--- src/hw/sdcbs_cfg.svh ---
// Addresses, field positions, reset values and timing counts of the card/buffer status block
`ifndef SDCBS_CFG_SVH
`define SDCBS_CFG_SVH
`define SDCBS_ADDR_W 8
`define SDCBS_CTRL_ADDR 8'h00
`define SDCBS_GAP_ADDR 8'h04
`define SDCBS_STATE_ADDR 8'h24
`define SDCBS_ISTAT_ADDR 8'h30
`define SDCBS_IMASK_ADDR 8'h34
`define SDCBS_PS_DET_BIT 18
`define SDCBS_PS_STABLE_BIT 17
`define SDCBS_PS_INS_BIT 16
`define SDCBS_PS_RDRDY_BIT 11
`define SDCBS_PS_BWR_BIT 10
`define SDCBS_PS_RDBUSY_BIT 9
`define SDCBS_PS_DLB_BIT 2
`define SDCBS_PS_INHIBIT_BIT 1
`define SDCBS_CTRL_PWR_BIT 0
`define SDCBS_CTRL_CLK_BIT 1
`define SDCBS_CTRL_SRST_BIT 2
`define SDCBS_GAP_STOP_BIT 0
`define SDCBS_GAP_CONT_BIT 1
`define SDCBS_IRQ_W 5
`define SDCBS_IRQ_RST 5'h00
`define SDCBS_DATA_RST 32'h0000_0000
`define SDCBS_RESP_OKAY 2'h0
`define SDCBS_RESP_SLVERR 2'h2
`define SDCBS_DEB_TIME_NS 100000
`define SDCBS_CLK_MHZ 25
`define SDCBS_DEB_CYC ((`SDCBS_DEB_TIME_NS * `SDCBS_CLK_MHZ) / 1000)
`define SDCBS_DEB_CNT_W 12
`endif

--- src/hw/sdcbs_pkg.sv ---
// Types shared by the card/buffer status block
package sdcbs_pkg;

  // Sticky interrupt sources; status and mask share this layout
  typedef struct packed {
    logic xfer_done;
    logic wr_ready;
    logic rd_ready;
    logic removal;
    logic insertion;
  } sdcbs_irq_t;

  // Bus shutdown sequence after a live card removal
  typedef enum logic [1:0] {
    SDCBS_SHUT_IDLE = 2'b01,
    SDCBS_SHUT_RST_CLR = 2'b10
  } sdcbs_shut_t;

endpackage

--- src/hw/sdcbs_debounce.sv ---
// Card detect pin synchroniser and debounce filter
`timescale 1ns/1ps
`include "sdcbs_cfg.svh"

module sdcbs_debounce (
  input wire logic clk_i,
  input wire logic reset_n_i,
  input wire logic pin_n_i,
  output logic card_detect_o,
  output logic stable_o,
  output logic inserted_o
);
  logic sync1_ff;
  logic sync2_ff;
  logic last_ff;
  logic [`SDCBS_DEB_CNT_W-1:0] cnt_ff;
  logic [`SDCBS_DEB_CNT_W-1:0] nxt_cnt;
  logic stable_ff;
  logic nxt_stable;
  logic ins_ff;
  logic nxt_ins;
  logic det_ff;
  logic chg_w;
  logic reached_w;

  // Any level change restarts the settle interval
  assign chg_w = sync2_ff != last_ff;
  assign reached_w = cnt_ff == `SDCBS_DEB_CNT_W'(`SDCBS_DEB_CYC - 1);
  assign nxt_cnt = chg_w ? '0 : (reached_w ? cnt_ff : cnt_ff + `SDCBS_DEB_CNT_W'(1));
  assign nxt_stable = chg_w ? 1'b0 : (reached_w ? 1'b1 : stable_ff);
  assign nxt_ins = chg_w ? 1'b0 : (reached_w ? ~sync2_ff : ins_ff);
  assign card_detect_o = det_ff;
  assign stable_o = stable_ff;
  assign inserted_o = ins_ff;

  // Pin resets to the empty-socket level; no software reset reaches here
  always_ff @(posedge clk_i or negedge reset_n_i) begin
    if (!reset_n_i) begin
      sync1_ff <= 1'b1;
      sync2_ff <= 1'b1;
      last_ff <= 1'b1;
      cnt_ff <= '0;
      stable_ff <= 1'b0;
      ins_ff <= 1'b0;
      det_ff <= 1'b0;
    end else begin
      sync1_ff <= pin_n_i;
      sync2_ff <= sync1_ff;
      last_ff <= sync2_ff;
      cnt_ff <= nxt_cnt;
      stable_ff <= nxt_stable;
      ins_ff <= nxt_ins;
      det_ff <= ~sync2_ff;
    end
  end
endmodule

--- src/hw/sdcbs_top.sv ---
// Card detect and buffer/transfer status block with AXI4-Lite register slave
//
// Summary of operation
// - Bit 18 of the present state reads 1 when the detect pin is low and 0 when it is high.
// - Bit 17 shows that the detect pin has settled at either level and ignores software reset.
// - Bit 16 rising raises an insertion interrupt, falling a removal one; software reset leaves it.
// - The inserted flag is 0 in reset, while debouncing or with no card, and 1 only with a card in.
// - Card detection keeps working whatever the state of card bus power.
// - A removal with power and clock on clears both controls, and then the full software reset.
// - Bit 11 sets with an interrupt when a whole block waits in the buffer and clears once read out.
// - Bit 10 sets with an interrupt when a block may start to be written and clears once written.
// - Bit 9 sets on a read command end bit or on a continue request for block gaps.
// - Bit 9 clears after the last block, or after all blocks are out following a gap stop.
// - Bit 9 falling raises a transfer complete interrupt.
// - The data inhibit flag follows data line busy or read busy, and its fall sets transfer complete.
//
// Local design decisions: the placing of the registers and the AXI4-Lite slave port.
`timescale 1ns/1ps
`include "sdcbs_cfg.svh"

module sdcbs_top (
  input wire logic REF_CLK_I,
  input wire logic RESET_N_I,
  input wire logic [`SDCBS_ADDR_W-1:0] AXI_AWADDR_I,
  input wire logic AXI_AWVALID_I,
  output logic AXI_AWREADY_O,
  input wire logic [31:0] AXI_WDATA_I,
  input wire logic [3:0] AXI_WSTRB_I,
  input wire logic AXI_WVALID_I,
  output logic AXI_WREADY_O,
  output logic [1:0] AXI_BRESP_O,
  output logic AXI_BVALID_O,
  input wire logic AXI_BREADY_I,
  input wire logic [`SDCBS_ADDR_W-1:0] AXI_ARADDR_I,
  input wire logic AXI_ARVALID_I,
  output logic AXI_ARREADY_O,
  output logic [31:0] AXI_RDATA_O,
  output logic [1:0] AXI_RRESP_O,
  output logic AXI_RVALID_O,
  input wire logic AXI_RREADY_I,
  input wire logic CARD_DETECT_PIN_N_I,
  input wire logic XFER_RD_CMD_END_I,
  input wire logic XFER_LAST_BLOCK_I,
  input wire logic XFER_GAP_IDLE_I,
  input wire logic DATA_LINE_BUSY_I,
  input wire logic BUF_RD_FULL_I,
  input wire logic BUF_RD_DRAINED_I,
  input wire logic BUF_WR_SPACE_I,
  input wire logic BUF_WR_FILLED_I,
  output logic CARD_BUS_POWER_O,
  output logic CARD_CLOCK_EN_O,
  output logic FULL_SW_RESET_O,
  output logic DATA_CMD_INHIBIT_O,
  output logic IRQ_O
);
  import sdcbs_pkg::*;

  logic det_w;
  logic stable_w;
  logic ins_w;
  logic ins_prev_ff;
  logic ins_ev_w;
  logic rem_ev_w;
  logic aw_hold_ff;
  logic [`SDCBS_ADDR_W-1:0] aw_addr_ff;
  logic w_hold_ff;
  logic [31:0] w_data_ff;
  logic w_lane0_ff;
  logic awready_ff;
  logic wready_ff;
  logic bvalid_ff;
  logic [1:0] bresp_ff;
  logic arready_ff;
  logic rvalid_ff;
  logic [31:0] rdata_ff;
  logic [1:0] rresp_ff;
  logic aw_fire_w;
  logic w_fire_w;
  logic wr_fire_w;
  logic ar_fire_w;
  logic nxt_aw_hold;
  logic nxt_w_hold;
  logic nxt_bvalid;
  logic nxt_rvalid;
  logic wr_ok_w;
  logic wr_ctrl_w;
  logic wr_gap_w;
  logic wr_mask_w;
  logic rd_hit_w;
  logic rd_stat_w;
  logic [31:0] rd_val_w;
  logic pwr_ff;
  logic clk_en_ff;
  logic srst_ff;
  logic nxt_pwr;
  logic nxt_clk_en;
  logic nxt_srst;
  logic stop_ff;
  logic nxt_stop;
  logic cont_w;
  sdcbs_shut_t shut_ff;
  sdcbs_shut_t nxt_shut;
  logic shut_cut_w;
  logic rd_rdy_ff;
  logic bwr_ff;
  logic rd_busy_ff;
  logic inhibit_ff;
  logic dlb_ff;
  logic nxt_rd_rdy;
  logic nxt_bwr;
  logic nxt_rd_busy;
  logic busy_set_w;
  logic busy_clr_w;
  sdcbs_irq_t stat_ff;
  sdcbs_irq_t mask_ff;
  sdcbs_irq_t ev_w;
  sdcbs_irq_t nxt_stat;
  logic irq_ff;
  logic [31:0] state_img_w;
  logic [31:0] ctrl_w;
  logic [31:0] gap_w;

  // Detect path runs on its own reset only, so bus power never gates it
  sdcbs_debounce u_debounce (
    .clk_i(REF_CLK_I),
    .reset_n_i(RESET_N_I),
    .pin_n_i(CARD_DETECT_PIN_N_I),
    .card_detect_o(det_w),
    .stable_o(stable_w),
    .inserted_o(ins_w)
  );

  // Edges of the inserted flag become interrupt events
  assign ins_ev_w = ins_w & ~ins_prev_ff;
  assign rem_ev_w = ~ins_w & ins_prev_ff;

  // Write channel: address and data taken in either order, response after both
  assign aw_fire_w = AXI_AWVALID_I & awready_ff;
  assign w_fire_w = AXI_WVALID_I & wready_ff;
  assign wr_fire_w = aw_hold_ff & w_hold_ff & ~bvalid_ff;
  assign nxt_aw_hold = aw_hold_ff ? ~wr_fire_w : aw_fire_w;
  assign nxt_w_hold = w_hold_ff ? ~wr_fire_w : w_fire_w;
  assign nxt_bvalid = bvalid_ff ? ~AXI_BREADY_I : wr_fire_w;
  assign wr_ok_w = (aw_addr_ff == `SDCBS_CTRL_ADDR) | (aw_addr_ff == `SDCBS_GAP_ADDR) |
                   (aw_addr_ff == `SDCBS_IMASK_ADDR);
  assign wr_ctrl_w = wr_fire_w & w_lane0_ff & (aw_addr_ff == `SDCBS_CTRL_ADDR);
  assign wr_gap_w = wr_fire_w & w_lane0_ff & (aw_addr_ff == `SDCBS_GAP_ADDR);
  assign wr_mask_w = wr_fire_w & w_lane0_ff & (aw_addr_ff == `SDCBS_IMASK_ADDR);

  // Read channel: one read at a time, data one cycle after the address
  assign ar_fire_w = AXI_ARVALID_I & arready_ff;
  assign nxt_rvalid = rvalid_ff ? ~AXI_RREADY_I : ar_fire_w;
  assign rd_stat_w = ar_fire_w & (AXI_ARADDR_I == `SDCBS_ISTAT_ADDR);
  assign rd_hit_w = (AXI_ARADDR_I == `SDCBS_CTRL_ADDR) | (AXI_ARADDR_I == `SDCBS_GAP_ADDR) |
                    (AXI_ARADDR_I == `SDCBS_STATE_ADDR) |
                    (AXI_ARADDR_I == `SDCBS_ISTAT_ADDR) | (AXI_ARADDR_I == `SDCBS_IMASK_ADDR);

  // Register images; unlisted bits read as zero
  assign state_img_w = (32'(det_w) << `SDCBS_PS_DET_BIT) |
                       (32'(stable_w) << `SDCBS_PS_STABLE_BIT) |
                       (32'(ins_w) << `SDCBS_PS_INS_BIT) |
                       (32'(rd_rdy_ff) << `SDCBS_PS_RDRDY_BIT) |
                       (32'(bwr_ff) << `SDCBS_PS_BWR_BIT) |
                       (32'(rd_busy_ff) << `SDCBS_PS_RDBUSY_BIT) |
                       (32'(dlb_ff) << `SDCBS_PS_DLB_BIT) |
                       (32'(inhibit_ff) << `SDCBS_PS_INHIBIT_BIT);
  assign ctrl_w = (32'(pwr_ff) << `SDCBS_CTRL_PWR_BIT) | (32'(clk_en_ff) << `SDCBS_CTRL_CLK_BIT) |
                  (32'(srst_ff) << `SDCBS_CTRL_SRST_BIT);
  assign gap_w = 32'(stop_ff) << `SDCBS_GAP_STOP_BIT;
  assign rd_val_w = (AXI_ARADDR_I == `SDCBS_CTRL_ADDR) ? ctrl_w :
                    (AXI_ARADDR_I == `SDCBS_GAP_ADDR) ? gap_w :
                    (AXI_ARADDR_I == `SDCBS_STATE_ADDR) ? state_img_w :
                    (AXI_ARADDR_I == `SDCBS_ISTAT_ADDR) ? 32'(stat_ff) :
                    (AXI_ARADDR_I == `SDCBS_IMASK_ADDR) ? 32'(mask_ff) : `SDCBS_DATA_RST;

  // Bus controls; a live removal overrides a software write in the same cycle
  assign shut_cut_w = rem_ev_w & pwr_ff & clk_en_ff;
  assign nxt_pwr = shut_cut_w ? 1'b0 : (wr_ctrl_w ? w_data_ff[`SDCBS_CTRL_PWR_BIT] : pwr_ff);
  assign nxt_clk_en = shut_cut_w ? 1'b0 :
                      (wr_ctrl_w ? w_data_ff[`SDCBS_CTRL_CLK_BIT] : clk_en_ff);
  assign nxt_srst = (shut_ff == SDCBS_SHUT_RST_CLR) ? 1'b0 :
                    (wr_ctrl_w ? w_data_ff[`SDCBS_CTRL_SRST_BIT] : srst_ff);

  // Shutdown sequencer: cut the bus first, clear the full reset one cycle later
  always_comb begin
    case (shut_ff)
      SDCBS_SHUT_IDLE: nxt_shut = shut_cut_w ? SDCBS_SHUT_RST_CLR : SDCBS_SHUT_IDLE;
      SDCBS_SHUT_RST_CLR: nxt_shut = SDCBS_SHUT_IDLE;
      default: nxt_shut = SDCBS_SHUT_IDLE;
    endcase
  end

  // Block gap: stop is a level, continue is a write-one pulse that reads zero
  assign nxt_stop = srst_ff ? 1'b0 : (wr_gap_w ? w_data_ff[`SDCBS_GAP_STOP_BIT] : stop_ff);
  assign cont_w = wr_gap_w & w_data_ff[`SDCBS_GAP_CONT_BIT];

  // Buffer and transfer flags; a set always beats a clear in the same cycle
  assign nxt_rd_rdy = BUF_RD_FULL_I | (rd_rdy_ff & ~BUF_RD_DRAINED_I & ~srst_ff);
  assign nxt_bwr = BUF_WR_SPACE_I | (bwr_ff & ~BUF_WR_FILLED_I & ~srst_ff);
  assign busy_set_w = XFER_RD_CMD_END_I | cont_w;
  assign busy_clr_w = XFER_LAST_BLOCK_I | (stop_ff & XFER_GAP_IDLE_I) | srst_ff;
  assign nxt_rd_busy = busy_set_w | (rd_busy_ff & ~busy_clr_w);

  // Interrupt events; a read clears status but a fresh event survives it
  assign ev_w.insertion = ins_ev_w;
  assign ev_w.removal = rem_ev_w;
  assign ev_w.rd_ready = nxt_rd_rdy & ~rd_rdy_ff;
  assign ev_w.wr_ready = nxt_bwr & ~bwr_ff;
  assign ev_w.xfer_done = (rd_busy_ff & ~nxt_rd_busy) |
                          (inhibit_ff & ~(DATA_LINE_BUSY_I | rd_busy_ff));
  assign nxt_stat = (stat_ff & ~(rd_stat_w ? '1 : sdcbs_irq_t'(`SDCBS_IRQ_RST))) | ev_w;

  // Bus handshake flops
  always_ff @(posedge REF_CLK_I or negedge RESET_N_I) begin
    if (!RESET_N_I) begin
      aw_hold_ff <= 1'b0;
      w_hold_ff <= 1'b0;
      awready_ff <= 1'b0;
      wready_ff <= 1'b0;
      bvalid_ff <= 1'b0;
      arready_ff <= 1'b0;
      rvalid_ff <= 1'b0;
    end else begin
      aw_hold_ff <= nxt_aw_hold;
      w_hold_ff <= nxt_w_hold;
      awready_ff <= ~nxt_aw_hold;
      wready_ff <= ~nxt_w_hold;
      bvalid_ff <= nxt_bvalid;
      arready_ff <= ~nxt_rvalid;
      rvalid_ff <= nxt_rvalid;
    end
  end

  // Bus payload flops; each moves only on its own handshake
  always_ff @(posedge REF_CLK_I or negedge RESET_N_I) begin
    if (!RESET_N_I) begin
      aw_addr_ff <= '0;
      w_data_ff <= `SDCBS_DATA_RST;
      w_lane0_ff <= 1'b0;
      bresp_ff <= `SDCBS_RESP_OKAY;
      rdata_ff <= `SDCBS_DATA_RST;
      rresp_ff <= `SDCBS_RESP_OKAY;
    end else begin
      if (aw_fire_w) aw_addr_ff <= AXI_AWADDR_I;
      if (w_fire_w) w_data_ff <= AXI_WDATA_I;
      if (w_fire_w) w_lane0_ff <= AXI_WSTRB_I[0];
      if (wr_fire_w) bresp_ff <= wr_ok_w ? `SDCBS_RESP_OKAY : `SDCBS_RESP_SLVERR;
      if (ar_fire_w) rdata_ff <= rd_val_w;
      if (ar_fire_w) rresp_ff <= rd_hit_w ? `SDCBS_RESP_OKAY : `SDCBS_RESP_SLVERR;
    end
  end

  // Control, status and interrupt state
  always_ff @(posedge REF_CLK_I or negedge RESET_N_I) begin
    if (!RESET_N_I) begin
      ins_prev_ff <= 1'b0;
      pwr_ff <= 1'b0;
      clk_en_ff <= 1'b0;
      srst_ff <= 1'b0;
      stop_ff <= 1'b0;
      shut_ff <= SDCBS_SHUT_IDLE;
      rd_rdy_ff <= 1'b0;
      bwr_ff <= 1'b0;
      rd_busy_ff <= 1'b0;
      inhibit_ff <= 1'b0;
      dlb_ff <= 1'b0;
      stat_ff <= `SDCBS_IRQ_RST;
      mask_ff <= `SDCBS_IRQ_RST;
      irq_ff <= 1'b0;
    end else begin
      ins_prev_ff <= ins_w;
      pwr_ff <= nxt_pwr;
      clk_en_ff <= nxt_clk_en;
      srst_ff <= nxt_srst;
      stop_ff <= nxt_stop;
      shut_ff <= nxt_shut;
      rd_rdy_ff <= nxt_rd_rdy;
      bwr_ff <= nxt_bwr;
      rd_busy_ff <= nxt_rd_busy;
      inhibit_ff <= DATA_LINE_BUSY_I | rd_busy_ff;
      dlb_ff <= DATA_LINE_BUSY_I;
      stat_ff <= nxt_stat;
      if (wr_mask_w) mask_ff <= w_data_ff[`SDCBS_IRQ_W-1:0];
      irq_ff <= |(stat_ff & mask_ff);
    end
  end

  // Every output straight from a flop
  assign AXI_AWREADY_O = awready_ff;
  assign AXI_WREADY_O = wready_ff;
  assign AXI_BVALID_O = bvalid_ff;
  assign AXI_BRESP_O = bresp_ff;
  assign AXI_ARREADY_O = arready_ff;
  assign AXI_RVALID_O = rvalid_ff;
  assign AXI_RDATA_O = rdata_ff;
  assign AXI_RRESP_O = rresp_ff;
  assign CARD_BUS_POWER_O = pwr_ff;
  assign CARD_CLOCK_EN_O = clk_en_ff;
  assign FULL_SW_RESET_O = srst_ff;
  assign DATA_CMD_INHIBIT_O = inhibit_ff;
  assign IRQ_O = irq_ff;
endmodule

--- config.mk ---
export PLATFORM = sky130hd
export DESIGN_NAME = sdcbs_top
export DESIGN_NICKNAME = d
export VERILOG_FILES = /design/src/hw/sdcbs_pkg.sv /design/src/hw/sdcbs_debounce.sv /design/src/hw/sdcbs_top.sv
export VERILOG_INCLUDE_DIRS = /design/src /design/src/hw
export SDC_FILE = /design/constraint.sdc
export NUM_CORES = 1
export LEC_CHECK = 0
export ABC_CLOCK_PERIOD_IN_PS = 4010
export BUFFER_PORTS_ARGS = -buffer_cell sky130_fd_sc_hd__buf_2
export CAP_MARGIN = 20
export CORE_ASPECT_RATIO = 0.8
export CORE_MARGIN = 10
export CORE_UTILIZATION = 30
export DETAILED_ROUTE_END_ITERATION = 8
export PLACE_DENSITY = 0.59
export SLEW_MARGIN = 20
export SYNTH_ARGS = -nofsm -noshare
export SYNTH_HDL_FRONTEND = slang
export SYNTH_SLANG_ARGS = --single-unit
--- constraint.sdc ---
create_clock -name REF_CLK_I -period 4.01 [get_ports REF_CLK_I]
set_clock_uncertainty 0.05 [all_clocks]
set_input_delay 0.802 -clock REF_CLK_I [delete_from_list [all_inputs] [get_ports REF_CLK_I]]
set_output_delay 0.802 -clock REF_CLK_I [all_outputs]
set_load 0.05 [all_outputs]
==> results.cfg <==
[clock_network]
cts_inserted_buffers = 9
clk_path_buf_depth = 2
cts_resized = 0
cts.clk_slew.worst_paths_ps = 60
cts_hold_buf = 0
cts_tree = yes
h-tree-depth = 3
postCtsSetupBuffers = 0
clockRootBuffer = clkbuf_16
insertion_delay_ps = 330
cts.sinks = 75

[global_routing]
grt_usage_pct = 9.52
grt_max_degree = 42
grt_pass1_vias = 2338
antenna_found_initial = 0
grt-ovfl-total = 0
grt_pass1_wl_um = 11900

[yosys]
ys_types = 46
synth_common_cells = dfrtp_1 (71), buf_4 (23), mux2_2 (19), nor2_1 (19), inv_1 (18)
ys_warn_count = 0
synth_top_area_share_pct = 53.8
synth_seq_area_share_pct = 56.9
synth.area.top_cells = dfrtp_1 (54%), mux2_2 (6.5%), buf_4 (5.2%)
mappedNetlistArea_mm2 = 0.00330
synth.most_common_cell = dfrtp_1
async_flop_share_pct = 100
synth.avg_cell_area_um2 = 11.5
synth_edf_count = 0
yosysTopAreaCell = dfrtp_1
ys.flop_type = dfrtp_1
synth_cells = 287
synth-seq-cells = 75

[drt]
wl_per_cell_um = 14.7
wl_um = 7390
first_pass_iters = 4
viasPerCell = 4.55
postRouteAntennaNets = 0
first_iter_violations = 74
route.detailed.drc = 0
vias = 2284

[job]
drv_cap = 0

[power_and_ir_drop]
p_clk_share_pct = 39.8
switching_share_pct = 29.2
vdd_ir_drop_max_mv = 0.273
power_uw = 2390
p_comb_share_pct = 19.1
total_leakage_power_uw = 0.00192
p_sw_uw = 700
intPower_uw = 1690
pwr-share-seq_pct = 41.1
power_density_mw_per_mm2 = 591

[place]
place.gp.congestion = 0.801
hpwl_um = 5680
placedInstanceArea_mm2 = 0.00369
io_buffers = 60

[sta]
setup-tns-final_ps = 0
setup_viol_count_final = 0
drv_slew = 0
period_share_pct = 63.0
slew_headroom_pct = 40.7
rsz0062_at_grt = no
fmaxAchievable_mhz = 396
fin_hold_ws_ps = 317
worst_pin_slew_ps = 889
min_period_ps = 2530
hold_viol = 0

[worst_setup_path]
cp_max_fo = 13
crit_type = in -> reg
cp_slowest_stage_delay_ps = 700
cp.arrival_ps = 2730
critPathSlowestCell = nor3_1
start_kind = input pin
cp.required_ps = 4220
reg2reg_depth = 4
path_cells = buf_2 -> nand2_1 -> or4_1 -> nor3_1 -> a22o_1
end_kind = register

[layout]
postLayoutCoreUtil_pct = 37.5
layout-drive-gt1-share_pct = 29.9
multi_input_area_mm2 = 0.00124
design_area_mm2 = 0.00405
antennaDiodeCount = 0
regArea_mm2 = 0.00188
fillCellCount = 1075
nets = 423
syn_to_final_growth_pct = 22.5

[floorplan]
fp.dieW_um = 137
die_area_mm2 = 0.0156
fp.dieH_um = 114
rows = 34
core_mm2 = 0.0108
ioPinCount = 114
initial_core_util_pct = 30.6

[min_path]
hold_path.class = reg -> reg
hold_depth = 0

[run_status]
status = finished clean
[routing by layer]
metal	vias to the layer above	global-route usage, %	part of all wire, %
met1	1113	11.8	43
met2	68	15.1	47
met4	0	3.16	1.2
li1	1094	-	-
met5	-	0	0
met3	9	3.30	8.8
[cell type report]
class	count	share of cell area [%]
multi-input combinational	187	30.7
clock buffer	12	6.58
tap	144	4.45
inverter	18	1.67
clock inverter	4	2.35
timing repair buffer	62	7.79
sequential	75	46.5
[critical path: cells and delay by family]
family | cells | cell delay (ps)
buf+inv | 1 | 90
compound gates | 1 | 230
simple gates | 3 | 1610
[state kept, by name (all words and copies together), names as in the netlist, 2 cells and up]
| signal | count |
|---|---|
| u_debounce.cnt_ff | 12 |
| shut_ff | 2 |
| mask_ff | 5 |
| w_data_ff | 5 |
| stat_ff | 5 |
| aw_addr_ff | 8 |
| AXI_RDATA_O | 11 |
[worst paths after layout]
check | from | end | slack, ps
max | AXI_ARVALID_I | AXI_RDATA_O[17] | 1480
min reg2reg | u_debounce.sync2_ff | u_debounce.last_ff | 320
min | u_debounce.sync2_ff | u_debounce.last_ff | 320
max in group asynchronous | RESET_N_I | AXI_RDATA_O[0] | 2570
min in group asynchronous | RESET_N_I | aw_hold_ff | 550
max reg2reg | AXI_ARREADY_O | AXI_RDATA_O[17] | 1670
[cells in the final DEF, fill, tap and decap left out, types with 4 or more instances in the layout]
cell type	synthesis	layout
clkbuf_16	0	9
inv_1	18	18
buf_2	1	60
mux2_2	19	19
nor3_1	7	7
dfrtp_1	71	71
a22o_1	9	9
o21ai_0	10	10
nor2_1	19	19
or3_1	4	4
xor2_1	4	4
conb_1	1	23
a21oi_1	10	10
mux2i_1	10	10
nand3_1	8	8
nor4_1	4	4
xnor2_1	5	5
dfstp_2	4	4
nand2_1	16	16
[power by group through the flow]
stage               logic, uW  clock network [uW]  registers, uW
floorplan                 261                   0           1080
global placement          454                   0            992
detailed placement        462                   0           1000
CTS                       464                 969            987
global route              501                1010           1010
finish                    457                 952            985
[metrics by stage]
step / cells / setup slack [ps]
2_1_floorplan: 309 / 1660
5_1_grt: 502 / 1290
3_5_place_dp: 486 / 1170
3_3_place_gp: 486 / 1200
4_1_cts: 502 / 1490
6_report: 502 / 1480
[kinds of logic after synthesis]
family,share of synthesized area (%)
buffers and inverters,7.99
other,0.113
multiplexers,9.50
XOR/XNOR,2.39
AO/OA/AOI/OAI,8.52
AND/OR/NAND/NOR,13.8
flip-flops,56.9
adder cells (fa/ha/maj),0.757
(Power assumes the default switching activity.)
